$ cat src/include/spe_cfg.svh
/*
 * constants of the signal power estimator: sample and power widths,
 * window sizes, output codes and the 1 dB bin thresholds.
 * assumes 12-bit samples and 0 dBFS equal to full-scale sine power.
 */
`ifndef SPE_CFG_SVH
`define SPE_CFG_SVH

`define SPE_SAMPLE_W      12
`define SPE_SQ_W          23
`define SPE_ACC_W         37
`define SPE_CNT_W         14
`define SPE_LEN_W         3
`define SPE_CODE_W        4
`define SPE_SHIFT_W       4

`define SPE_WIN_BASE      14'h0400
`define SPE_WIN_BASE_LOG2 4'ha
`define SPE_LEN_MAX       3'h4
`define SPE_OB_MIDSCALE   12'h800
`define SPE_TC_ZERO       12'h000

`define SPE_CODE_OFF      4'h0
`define SPE_CODE_LOW      4'h1
`define SPE_CODE_TOP      4'he
`define SPE_CODE_BAD      4'hf

`define SPE_NUM_THR       13
// bin edges, -12.5 dBFS upward in 1 dB steps, then -1.5 to 0 dBFS
`define SPE_THR_0         23'h01ccac
`define SPE_THR_1         23'h0243f2
`define SPE_THR_2         23'h02da1b
`define SPE_THR_3         23'h039726
`define SPE_THR_4         23'h0485a4
`define SPE_THR_5         23'h05b0c2
`define SPE_THR_6         23'h072a03
`define SPE_THR_7         23'h0904cf
`define SPE_THR_8         23'h0b5a9e
`define SPE_THR_9         23'h0e4b3b
`define SPE_THR_10        23'h11feef
`define SPE_THR_11        23'h16a775
`define SPE_THR_12        23'h200000

`endif

$ cat src/include/spe_pkg.sv
/*
 * types of the signal power estimator.
 * assumes spe_cfg.svh is on the include path.
 */
`include "spe_cfg.svh"

package spe_pkg;
	typedef logic [`SPE_SAMPLE_W-1:0] spe_sample_t;
	typedef logic [`SPE_SQ_W-1:0]     spe_power_t;
	typedef logic [`SPE_CODE_W-1:0]   spe_code_t;
	typedef logic [`SPE_LEN_W-1:0]    spe_len_t;
	typedef enum logic [1:0] {
		SPE_IDLE,
		SPE_RUN,
		SPE_HALT
	} spe_state_t;
endpackage

$ cat src/rtl/spe_quantizer.sv
/*
 * maps an averaged sample power onto the 4-bit level code, 1 dB bins.
 * assumes one clock, synchronous active-low reset, one-cycle valid.
 */
`timescale 1ns/10ps
`include "spe_cfg.svh"

module spe_quantizer (
	input  wire logic             core_clk,    // conversion clock
	input  wire logic             rst_n,       // sync reset, active low
	input  wire spe_pkg::spe_power_t avg_power,   // window mean power
	input  wire logic             avg_valid,   // mean ready, pulse
	output logic [`SPE_CODE_W-1:0] code_r,      // level code
	output logic                  code_valid_r // code updated, pulse
);
	import spe_pkg::*;

	localparam spe_power_t THR [`SPE_NUM_THR] = '{
		`SPE_THR_0, `SPE_THR_1, `SPE_THR_2, `SPE_THR_3, `SPE_THR_4,
		`SPE_THR_5, `SPE_THR_6, `SPE_THR_7, `SPE_THR_8, `SPE_THR_9,
		`SPE_THR_10, `SPE_THR_11, `SPE_THR_12
	};

	logic [`SPE_NUM_THR-1:0] above;
	spe_code_t               code_nxt;

	genvar i;
	generate
		for (i = 0; i < `SPE_NUM_THR; i++) begin : g_thr
			assign above[i] = (avg_power >= THR[i]);
		end
	endgenerate

	always_comb begin
		code_nxt = `SPE_CODE_LOW;
		for (int k = 0; k < `SPE_NUM_THR; k++) begin
			code_nxt = code_nxt + spe_code_t'(above[k]);
		end
	end

	always_ff @(posedge core_clk) begin
		if (!rst_n) begin
			code_r <= `SPE_CODE_LOW;
		end else if (avg_valid) begin
			code_r <= code_nxt;
		end
	end

	always_ff @(posedge core_clk) begin
		if (!rst_n) begin
			code_valid_r <= 1'b0;
		end else begin
			code_valid_r <= avg_valid;
		end
	end

	AST_LOW_BIN: assert property (@(posedge core_clk) disable iff (!rst_n)
		avg_valid && (avg_power < `SPE_THR_0) |=> code_valid_r && (code_r == `SPE_CODE_LOW))
		else $error("power below lowest edge did not give code 1");

	AST_MID_BIN: assert property (@(posedge core_clk) disable iff (!rst_n)
		avg_valid && (avg_power >= `SPE_THR_5) && (avg_power < `SPE_THR_6)
		|=> code_r == 4'h7)
		else $error("power in seventh bin gave wrong code");

	AST_TOP_BIN: assert property (@(posedge core_clk) disable iff (!rst_n)
		avg_valid && (avg_power >= `SPE_THR_12) |=> code_r == `SPE_CODE_TOP)
		else $error("power at or above full scale did not give code 1110");
endmodule

$ cat src/rtl/spe_estimator.sv
/*
 * signal power estimator: squares each converted sample, averages over
 * a window of 1K..16K samples and drives the level code on four pins.
 * assumes samples arrive synchronous to core_clk with a one-cycle valid.
 */
`timescale 1ns/10ps
`include "spe_cfg.svh"

// What this block does
// - The level pins carry the power code only while power_estimate_enable is set.
// - The estimate is the mean squared sample over a run of consecutive samples.
// - Power below -12.5 dBFS gives 0001, and each 1 dB bin up to -1.5 dBFS counts up to 1100.
// - Power from -1.5 to 0 dBFS gives 1101 and power at or above 0 dBFS gives 1110.
// - The window field picks 1K, 2K, 4K, 8K or 16K samples for codes 000 to 100.
// - Samples are 12-bit results in offset binary or twos complement as selected.
module spe_estimator (
	input  wire logic             core_clk,              // conversion clock, 40 MHz
	input  wire logic             rst_n,                 // sync reset, active low
	input  wire spe_pkg::spe_sample_t sample_data,       // converted sample
	input  wire logic             sample_valid,          // sample strobe
	input  wire logic             sample_twos_comp,      // 1 twos complement, 0 offset
	input  wire logic             power_estimate_enable, // estimator on
	input  wire spe_pkg::spe_len_t average_window_length, // window size select
	output logic [`SPE_CODE_W-1:0] level_detect_r,       // level pins
	output logic                  level_update_r,        // new code, pulse
	output logic                  window_unsupported_r   // bad window field
);
	import spe_pkg::*;

	spe_state_t                 state_r;
	spe_state_t                 state_nxt;
	spe_len_t                   len_r;
	logic [`SPE_CNT_W-1:0]      cnt_r;
	logic [`SPE_CNT_W-1:0]      win_last;
	logic [`SPE_ACC_W-1:0]      acc_r;
	logic [`SPE_ACC_W-1:0]      acc_sum;
	logic [`SPE_SHIFT_W-1:0]    shift;
	logic signed [`SPE_SAMPLE_W-1:0] s_signed;
	logic signed [2*`SPE_SAMPLE_W-1:0] prod;
	spe_power_t                 sq_r;
	logic                       sq_valid_r;
	spe_power_t                 avg_r;
	logic                       avg_valid_r;
	logic                       len_bad;
	logic                       win_end;
	spe_code_t                  code;
	logic                       code_valid;

	// offset binary flips the sign bit
	assign s_signed = sample_twos_comp ? sample_data
		: {~sample_data[`SPE_SAMPLE_W-1], sample_data[`SPE_SAMPLE_W-2:0]};
	assign prod     = s_signed * s_signed;
	assign len_bad  = (average_window_length > `SPE_LEN_MAX);
	assign win_last = `SPE_CNT_W'(`SPE_WIN_BASE << len_r) - `SPE_CNT_W'(1);
	assign shift    = `SPE_WIN_BASE_LOG2 + {1'b0, len_r};
	assign acc_sum  = acc_r + `SPE_ACC_W'(sq_r);
	assign win_end  = (state_r == SPE_RUN) && sq_valid_r && (cnt_r == win_last);

	// square stage
	always_ff @(posedge core_clk) begin
		if (!rst_n) begin
			sq_r       <= '0;
			sq_valid_r <= 1'b0;
		end else begin
			sq_valid_r <= sample_valid && power_estimate_enable;
			if (sample_valid) begin
				sq_r <= prod[`SPE_SQ_W-1:0];
			end
		end
	end

	always_comb begin
		state_nxt = state_r;
		case (state_r)
			SPE_IDLE: begin
				if (power_estimate_enable) begin
					state_nxt = len_bad ? SPE_HALT : SPE_RUN;
				end
			end
			SPE_RUN: begin
				if (!power_estimate_enable) begin
					state_nxt = SPE_IDLE;
				end else if (len_bad) begin
					state_nxt = SPE_HALT;
				end
			end
			SPE_HALT: begin
				if (!power_estimate_enable || !len_bad) begin
					state_nxt = SPE_IDLE;
				end
			end
			default: state_nxt = SPE_IDLE;
		endcase
	end

	always_ff @(posedge core_clk) begin
		if (!rst_n) begin
			state_r <= SPE_IDLE;
		end else begin
			state_r <= state_nxt;
		end
	end

	// window field taken only at a window start
	always_ff @(posedge core_clk) begin
		if (!rst_n) begin
			len_r <= '0;
		end else if ((state_r == SPE_IDLE) || win_end) begin
			len_r <= average_window_length;
		end
	end

	always_ff @(posedge core_clk) begin
		if (!rst_n) begin
			acc_r <= '0;
			cnt_r <= '0;
		end else if (state_r != SPE_RUN || win_end) begin
			acc_r <= '0;
			cnt_r <= '0;
		end else if (sq_valid_r) begin
			acc_r <= acc_sum;
			cnt_r <= cnt_r + `SPE_CNT_W'(1);
		end
	end

	// mean is sum over power-of-two count
	always_ff @(posedge core_clk) begin
		if (!rst_n) begin
			avg_r       <= '0;
			avg_valid_r <= 1'b0;
		end else begin
			avg_valid_r <= win_end;
			if (win_end) begin
				avg_r <= `SPE_SQ_W'(acc_sum >> shift);
			end
		end
	end

	spe_quantizer u_quant (
		.core_clk     (core_clk),
		.rst_n        (rst_n),
		.avg_power    (avg_r),
		.avg_valid    (avg_valid_r),
		.code_r       (code),
		.code_valid_r (code_valid)
	);

	// pins zero when off, else held code
	always_ff @(posedge core_clk) begin
		if (!rst_n) begin
			level_detect_r <= `SPE_CODE_OFF;
			level_update_r <= 1'b0;
		end else if (!power_estimate_enable) begin
			level_detect_r <= `SPE_CODE_OFF;
			level_update_r <= 1'b0;
		end else begin
			level_update_r <= code_valid;
			if (code_valid) begin
				level_detect_r <= code;
			end
		end
	end

	always_ff @(posedge core_clk) begin
		if (!rst_n) begin
			window_unsupported_r <= 1'b0;
		end else begin
			window_unsupported_r <= power_estimate_enable && len_bad;
		end
	end

	// helper: squares seen in the current window
	logic [`SPE_CNT_W:0] seen_r;
	always_ff @(posedge core_clk) begin
		if (!rst_n || state_r != SPE_RUN || win_end) begin
			seen_r <= '0;
		end else if (sq_valid_r) begin
			seen_r <= seen_r + (`SPE_CNT_W+1)'(1);
		end
	end

	AST_OFF_ZERO: assert property (@(posedge core_clk) disable iff (!rst_n)
		!power_estimate_enable |=> (level_detect_r == `SPE_CODE_OFF) && !level_update_r)
		else $error("level pins not cleared while estimator off");

	AST_WINDOW_SPAN: assert property (@(posedge core_clk) disable iff (!rst_n)
		win_end |-> (seen_r + (`SPE_CNT_W+1)'(1)) == ((`SPE_CNT_W+1)'(1) << (len_r + 3'h2) << 8))
		else $error("window closed after wrong number of samples");

	AST_SMALLEST_WIN: assert property (@(posedge core_clk) disable iff (!rst_n)
		win_end && (len_r == 3'h0) |-> seen_r == 15'h03ff)
		else $error("1K window did not span 1024 samples");

	AST_OB_MIDSCALE: assert property (@(posedge core_clk) disable iff (!rst_n)
		sample_valid && !sample_twos_comp && (sample_data == `SPE_OB_MIDSCALE)
		|=> sq_r == '0)
		else $error("offset binary midscale not treated as zero");

	AST_TC_ZERO: assert property (@(posedge core_clk) disable iff (!rst_n)
		sample_valid && sample_twos_comp && (sample_data == `SPE_TC_ZERO) |=> sq_r == '0)
		else $error("twos complement zero not treated as zero");

	AST_HOLD: assert property (@(posedge core_clk) disable iff (!rst_n)
		power_estimate_enable && !code_valid |=> $stable(level_detect_r))
		else $error("level code moved without a finished window");

	AST_NO_BAD_CODE: assert property (@(posedge core_clk) disable iff (!rst_n)
		power_estimate_enable |=> level_detect_r != `SPE_CODE_BAD)
		else $error("level code 1111 produced");

	AST_BAD_LEN: assert property (@(posedge core_clk) disable iff (!rst_n)
		power_estimate_enable && len_bad |=> window_unsupported_r ##1 !avg_valid_r)
		else $error("unsupported window field not flagged or still averaging");
endmodule

$ cat config.mk
export PLATFORM = sky130hd
export DESIGN_NAME = spe_estimator
export DESIGN_NICKNAME = d
export VERILOG_FILES = /design/src/include/spe_pkg.sv /design/src/rtl/spe_quantizer.sv /design/src/rtl/spe_estimator.sv
export VERILOG_INCLUDE_DIRS = /design/src /design/src/include
export SDC_FILE = /design/constraint.sdc
export NUM_CORES = 1
export LEC_CHECK = 0
export ABC_AREA = 1
export BUFFER_PORTS_ARGS = -buffer_cell sky130_fd_sc_hd__clkbuf_2
export CORE_MARGIN = 3
export CORE_UTILIZATION = 30
export CTS_CLUSTER_DIAMETER = 80
export CTS_CLUSTER_SIZE = 10
export DETAILED_ROUTE_END_ITERATION = 10
export SKIP_CTS_REPAIR_TIMING = 1
export SYNTH_ARGS = -nofsm -noshare
export SYNTH_HDL_FRONTEND = slang
export SYNTH_HIERARCHICAL = 1
export SYNTH_SLANG_ARGS = --single-unit
$ cat constraint.sdc
create_clock -name core_clk -period 7.6 [get_ports core_clk]
set_input_delay 0.38 -clock core_clk [delete_from_list [all_inputs] [get_ports core_clk]]
set_output_delay 0.38 -clock core_clk [all_outputs]
set_load 0.01 [all_outputs]
==> results of run 1 <==
## synthesized netlist by cell type (all sizes together) (8+ instances only)
cell type	instances	area share, %
nor2	207	6.0
ha	79	6.9
nor3	15	0.61
fa	129	18
o211ai	14	0.74
o21ai	91	3.2
xnor2	22	1.4
xor2	24	1.5
clkbuf	37	0.98
a21oi	86	3.1
a211oi	8	0.42
buf	24	0.97
dfxtp	114	16
nand3	273	9.7
a31oi	9	0.40
inv	459	12
nand4	19	0.84
nand2	576	15
## flip-flops by register name, indices dropped and copies added (netlist names)
| signal | cells |
|---|---|
| level_detect_r | 4 |
| sq_valid_r | 1 |
| avg_r | 23 |
| state_r | 2 |
| sq_r | 22 |
| acc_r | 37 |
| len_r | 3 |
| level_update_r | 1 |
| avg_valid_r | 1 |
| u_quant/code_r | 4 |
| u_quant/code_valid_r | 1 |
| cnt_r | 14 |
| window_unsupported_r | 1 |
## cell type report
class | instances | area (um^2) | area share (%)
Multi-Input combinational cell | 1580 | 9950 | 64.4
Sequential cell | 114 | 2280 | 14.8
Inverter | 460 | 1730 | 11.2
Tap cell | 607 | 759 | 4.91
Clock buffer | 18 | 439 | 2.84
Timing Repair Buffer | 29 | 155 | 1.00
Clock inverter | 14 | 148 | 0.955
## metal layers
layer / wire [um] / vias to the layer above / track usage (%) / part of all wire, %
li1: - / 6847 / - / -
met1: 18700 / 6240 / 22.0 / 47
met2: 18100 / 356 / 26.3 / 46
met3: 1830 / 51 / 1.19 / 4.6
met4: 856 / 0 / 4.60 / 2.2
met5: 0 / - / 0 / 0
## report_power, final
group,internal [uW],switching (uW)
clock,470,343
combinational,1240,2030
sequential,644,46.3
## worst max-delay path by stage
| stage | start | endpoint | cells after the start |
|---|---|---|---|
| after global placement | sample_data[11] | sq_r[22] | 24 |
| after detailed placement | sample_data[11] | sq_r[22] | 24 |
| after floorplan | sample_data[11] | sq_r[22] | 22 |
| after CTS | sample_data[11] | sq_r[22] | 24 |
| after global routing | sample_data[11] | sq_r[22] | 24 |
| final | sample_data[11] | sq_r[22] | 22 |
## cell families (layout without fill, tap and decap cells)
group	after synthesis	after routing	synth area share, %
buffers and inverters	521	521	14.1
flip-flops	114	114	16.0
AO/OA/AOI/OAI	219	219	8.45
adder cells (fa/ha/maj)	208	208	25.1
AND/OR/NAND/NOR	1102	1102	33.1
XOR/XNOR	46	46	2.88
multiplexers	5	5	0.352
## stage by stage
stage | area (um^2) | setup slack [ps] | power, uW | hold slack, ps | instances
finish | 15500 | 1830 | 4770 | 273 | 2822
global route | 15500 | 1410 | 5340 | 309 | 2822
CTS | 15500 | 1760 | 4850 | 257 | 2822
detailed placement | 14900 | 1300 | 4020 | 460 | 2790
global placement | 14900 | 1310 | 4020 | 451 | 2790
floorplan | 14200 | 1970 | 3250 | 429 | 2215
## cells in the final DEF (no fill, tap or decap), types with 12 or more instances in the layout
cell / netlist / layout
dfxtp_1: 114 / 113
xnor2_1: 22 / 22
ha_1: 79 / 79
nand4_1: 19 / 19
nand2_2: 12 / 12
inv_1: 439 / 439
nor3_1: 14 / 14
o211ai_1: 14 / 14
nand3_1: 270 / 270
o21ai_0: 85 / 85
nand2_1: 564 / 564
a21oi_1: 84 / 84
fa_1: 129 / 129
clkbuf_2: 0 / 25
clkbuf_16: 0 / 17
xor2_1: 23 / 23
nor2_1: 191 / 191
inv_2: 20 / 20
## tightest hold or removal path, cell delays in order
cell	delay, ps
clkbuf_2	100
o21ai_0	80
a21oi_1	100
==> run_results.csv, run 1 <==
group,metric,value,unit
clocking,clkSlewWorstSetupHoldPaths,60,ps
timing,finClkSkew,22.7,ps
min_path,holdPathEnd,"len_r[1]",
power,peakVddDrop,0.266,mV
min_path,min_path_type,"input pin to flip-flop",
worst_setup_path,crit_path_max_fanout,17,
global_route,gr-total-overflow,0,
timing,finalSetupViolCount,0,
job,cap_violations,0,
synthesis,yosysWarningCount,6,
worst_setup_path,crit_buf_inv,7,
die,floorplan.rows,79,
worst_setup_path,required,7920,ps
worst_setup_path,endpoint_kind,"flip-flop",
timing,drv_slew,0,
final_layout,final_core_util,33.1,%
worst_setup_path,cp-start-kind,"input pin",
global_route,grt_pass1_wl,64.8,mm
min_path,whs_path_depth,3,
drt,dr.first_iter.drc_count,849,
synthesis,ys_seq_area_share,16.0,%
place,gp_congestion,0.895,
clocking,cts_made_buffers,17,
worst_setup_path,reg2reg_slack,3200,ps
synthesis,avgSynthCellArea,6.42,um^2
worst_setup_path,r2r-start,"avg_r[13]",
final_layout,nets,2430,
global_route,grt_max_degree,69,
worst_setup_path,slowest_delay,540,ps
final_layout,nFillCells,5149,
synthesis,synth_cell_types,47,
die,die-width,224,um
die,io_pins,26,
drt,vias,13500,
worst_setup_path,critical_path.cell_chain,"clkbuf_2 > inv_1 > or2_2 > nand2_1 > inv_1 > nand2_1 > fa_1 > inv_1 > fa_1 > fa_1 > fa_1 > inv_1 > fa_1 > inv_1 > ha_1 > nand2_1 > nor3_1 > nand2_1 > o311ai_0 > xor2_1 > o21ai_0 > inv_1",
die,core_area,46700,um^2
synthesis,synth_edf_count,0,
power,p_leak,0.00810,uW
synthesis,synthFlopType,"dfxtp_1",
power,power.density,308,nW/um^2
drt,wirelength,39.5,mm
worst_setup_path,crit_family,"adder cells",
drt,first_pass_iters,6,
timing,tns,0,ps
status,outcome,"finished clean",
timing,finalHoldViolCount,0,
final_layout,n_antenna_cell,0,
drt,avgViaCountPerCell,4.78,
drt,route.detailed.drc,0,
clocking,clk_latency,440,ps
drt,drt.antenna.violating_nets,0,
worst_setup_path,reg2reg_to,"u_quant/code_r[2]",
worst_setup_path,cp.arrival,6080,ps
clocking,cts_max_level,4,
clocking,clkSinkCount,114,
die,die_area,50100,um^2
clocking,cts_root_buf,"clkbuf_16",
synthesis,syn-num-nets,2443,
worst_setup_path,crit_top_cell,"inv_1",
timing,rsz0062_at_grt,"false",
final_layout,drive_gt1_share,5.46,%
place,dpl.hpwl,32.4,mm
die,fp.dieH,224,um
worst_setup_path,worst-setup-path-type,"input pin to flip-flop",
global_route,grt_pass1_vias,12900,
final_layout,syn2layout_area_growth,8.65,%
global_route,track_usage,15.8,%
timing,max_freq,173,MHz
timing,maxSlewHeadroom,24.5,%
synthesis,synth_area,14200,um^2
global_route,antenna_found_initial,0,
drt,wl_per_cell,14.0,um
synthesis,ys_ff_latch,114,
die,start_util,30.5,%
timing,fin_crit,5770,ps
min_path,hp-start,"average_window_length[1]",
worst_setup_path,r2r_cells,18,
timing,fin_crit_sh,75.9,%
timing,worstMarginPinSlew,1130,ps
clocking,clock_path_buffers,2,
synthesis,syn_inst,2215,
place,portBuffers,25,
clocking,tritoncts,"built",
worst_setup_path,cp_slowest_cell,"fa_1",
synthesis,async_flop_share,0,%
No activity file was read; power rests on OpenSTA's default activity.
==> inputs of run 2 (changes only) <==
==> constraint.sdc (replaced) <==
create_clock -name core_clk -period 4.9 [get_ports core_clk]
set_input_delay 0.245 -clock core_clk [delete_from_list [all_inputs] [get_ports core_clk]]
set_output_delay 0.245 -clock core_clk [all_outputs]
set_load 0.01 [all_outputs]
==> run_results.csv, run 2 (synthesis results as in run 1) <==
group,metric,value,unit
status,outcome,"finished clean",
drt,wirelength,40.1,mm
final_layout,nets,2530,
clocking,clkSinkCount,114,
timing,whs,122,ps
timing,fin_crit_sh,96.2,%
global_route,grt_pass1_vias,13600,
worst_setup_path,crit_family,"adder cells",
worst_setup_path,reg2reg_to,"u_quant/code_r[2]",
global_route,antenna_found_initial,0,
global_route,grt_busiest_layer,"met2",
drt,dr.first_iter.drc_count,1026,
power,p_switching,4770,uW
die,floorplan.rows,79,
global_route,grt.met3_usage,1.93,%
worst_setup_path,slowest_delay,570,ps
die,io_pins,26,
drt,first_pass_iters,7,
final_layout,drive_gt1_share,11.8,%
die,core_area,46700,um^2
global_route,gr-total-overflow,0,
worst_setup_path,r2r-start,"avg_r[13]",
worst_setup_path,crit_cells,24,
die,start_util,30.5,%
power,internal_power,5420,uW
worst_setup_path,cp.arrival,5030,ps
final_layout,final_common_cell,"nand2_1",
worst_setup_path,crit_path_max_fanout,10,
timing,max_freq,212,MHz
final_layout,final_cell_mix,"nand2_1, inv_1, nand3_1",
worst_setup_path,r2r_cells,18,
timing,maxSlewHeadroom,34.6,%
timing,worstMarginPinSlew,980,ps
clocking,tritoncts,"built",
worst_setup_path,endpoint,"sq_r[18]",
worst_setup_path,critical_path.cell_chain,"clkbuf_2 > inv_1 > or2_4 > nand2_8 > buf_12 > nor2_4 > fa_1 > fa_1 > fa_1 > fa_1 > inv_1 > fa_1 > inv_1 > ha_1 > buf_4 > nand2_2 > nor2_4 > buf_4 > buf_4 > a21oi_2 > xor2_1 > nand2_1 > o211ai_1 > inv_1",
clocking,cts_made_buffers,17,
worst_setup_path,endpoint_kind,"flip-flop",
die,die-width,224,um
final_layout,top_regs,"acc_r (37), avg_r (23), sq_r (22)",
worst_setup_path,required,5220,ps
power,p_clk_share,12.6,%
clocking,cts_max_level,4,
place,dpl.hpwl,33.3,mm
drt,wl_per_cell,13.7,um
min_path,min_path_type,"input pin to flip-flop",
worst_setup_path,cp_slowest_cell,"fa_1",
clocking,cts_root_buf,"clkbuf_16",
power,p_comb_share,76.9,%
job,cap_violations,0,
global_route,track_usage,16.1,%
drt,drt.antenna.violating_nets,0,
clocking,clock_path_buffers,2,
die,die_area,50100,um^2
timing,drv_slew,0,
place,dp_cells,2880,
power,peakVddDrop,0.637,mV
timing,fin_crit,4710,ps
final_layout,n_antenna_cell,0,
timing,finClkSkew,16.0,ps
clocking,clkSlewWorstSetupHoldPaths,70,ps
global_route,use_met2,27.1,%
final_layout,final_cells,2922,
global_route,use_met1,21.9,%
place,gp_congestion,0.938,
timing,finalSetupViolCount,0,
final_layout,final_core_util,35.5,%
clocking,clk_latency,430,ps
drt,vias,13900,
die,fp.dieH,224,um
worst_setup_path,reg2reg_slack,500,ps
power,p_sw_share,46.8,%
global_route,grt_pass1_wl,66.7,mm
final_layout,syn2layout_area_growth,16.2,%
drt,avgViaCountPerCell,4.75,
place,portBuffers,25,
worst_setup_path,worst-setup-path-type,"input pin to flip-flop",
final_layout,largest-register,"acc_r",
final_layout,largest_reg_flops,37,
global_route,grt_max_degree,69,
worst_setup_path,crit_top_cell,"fa_1",
worst_setup_path,cp-start-kind,"input pin",
power,p_seq_share,10.5,%
power,p_leak,0.00863,uW
power,power.density,616,nW/um^2
worst_setup_path,crit_buf_inv,9,
worst_setup_path,crit_start,"sample_data[11]",
drt,route.detailed.drc,0,
timing,finalHoldViolCount,0,
-- run 2: power groups by stage --
stage / clock, uW / sequential, uW / combinational, uW
CTS: 1310 / 1070 / 6880
finish: 1280 / 1070 / 7830
global route: 1350 / 1080 / 8800
floorplan: 0 / 1050 / 4510
global placement: 0 / 1090 / 6730
detailed placement: 0 / 1090 / 6840
-- run 2: final cells by class --
class | count | area [um^2]
inverters | 460 | 1730
multi-input cells | 1580 | 10200
clock buffers | 17 | 425
fillers | 5101 | 30100
well taps | 607 | 759
clock inverters | 15 | 159
repair buffers | 129 | 942
flip-flops and latches | 114 | 2280
-- run 2: how the worst min path moves through the flow --
stage	from	end	cells past startpoint
final	average_window_length[1]	len_r[1]	3
after global routing	average_window_length[2]	len_r[2]	3
after CTS	average_window_length[1]	len_r[1]	3
after detailed placement	u_quant/code_r[0]	u_quant/code_r[0]	2
after global placement	level_detect_r[0]	level_detect_r[0]	2
after floorplan	rst_n	u_quant/code_r[0]	1
-- run 2: metal layers --
| layer | part of all wire, % | routed length, um |
|---|---|---|
| met1 | 46 | 18600 |
| met2 | 46 | 18600 |
| met3 | 5.0 | 2010 |
| met4 | 2.2 | 881 |
| met5 | 0 | 0 |
-- run 2: worst register-to-register path, cell delays in order, from the launching register on --
cell and delay (ps):
dfxtp_1 470, inv_1 140, nor2_2 180, nand2_1 110, o21ai_1 210, nand2_1 80
nand3_1 90, fa_1 470, fa_1 480, fa_1 540, inv_1 50, fa_1 480
inv_1 80, ha_1 170, inv_1 60, fa_1 380, xnor2_1 140, o21bai_1 130
inv_1 50
-- run 2: per-stage QoR --
stage | area (um^2) | setup slack (ps) | setup TNS [ps] | power (uW)
3_3_place_gp | 15700 | -299 | -2350 | 7810
6_report | 16500 | 188 | 0 | 10200
4_1_cts | 16300 | 90.5 | 0 | 9260
3_5_place_dp | 15700 | -373 | -2980 | 7930
5_1_grt | 16500 | -29.5 | -83.6 | 11200
2_1_floorplan | 14400 | 5.53 | 0 | 5560
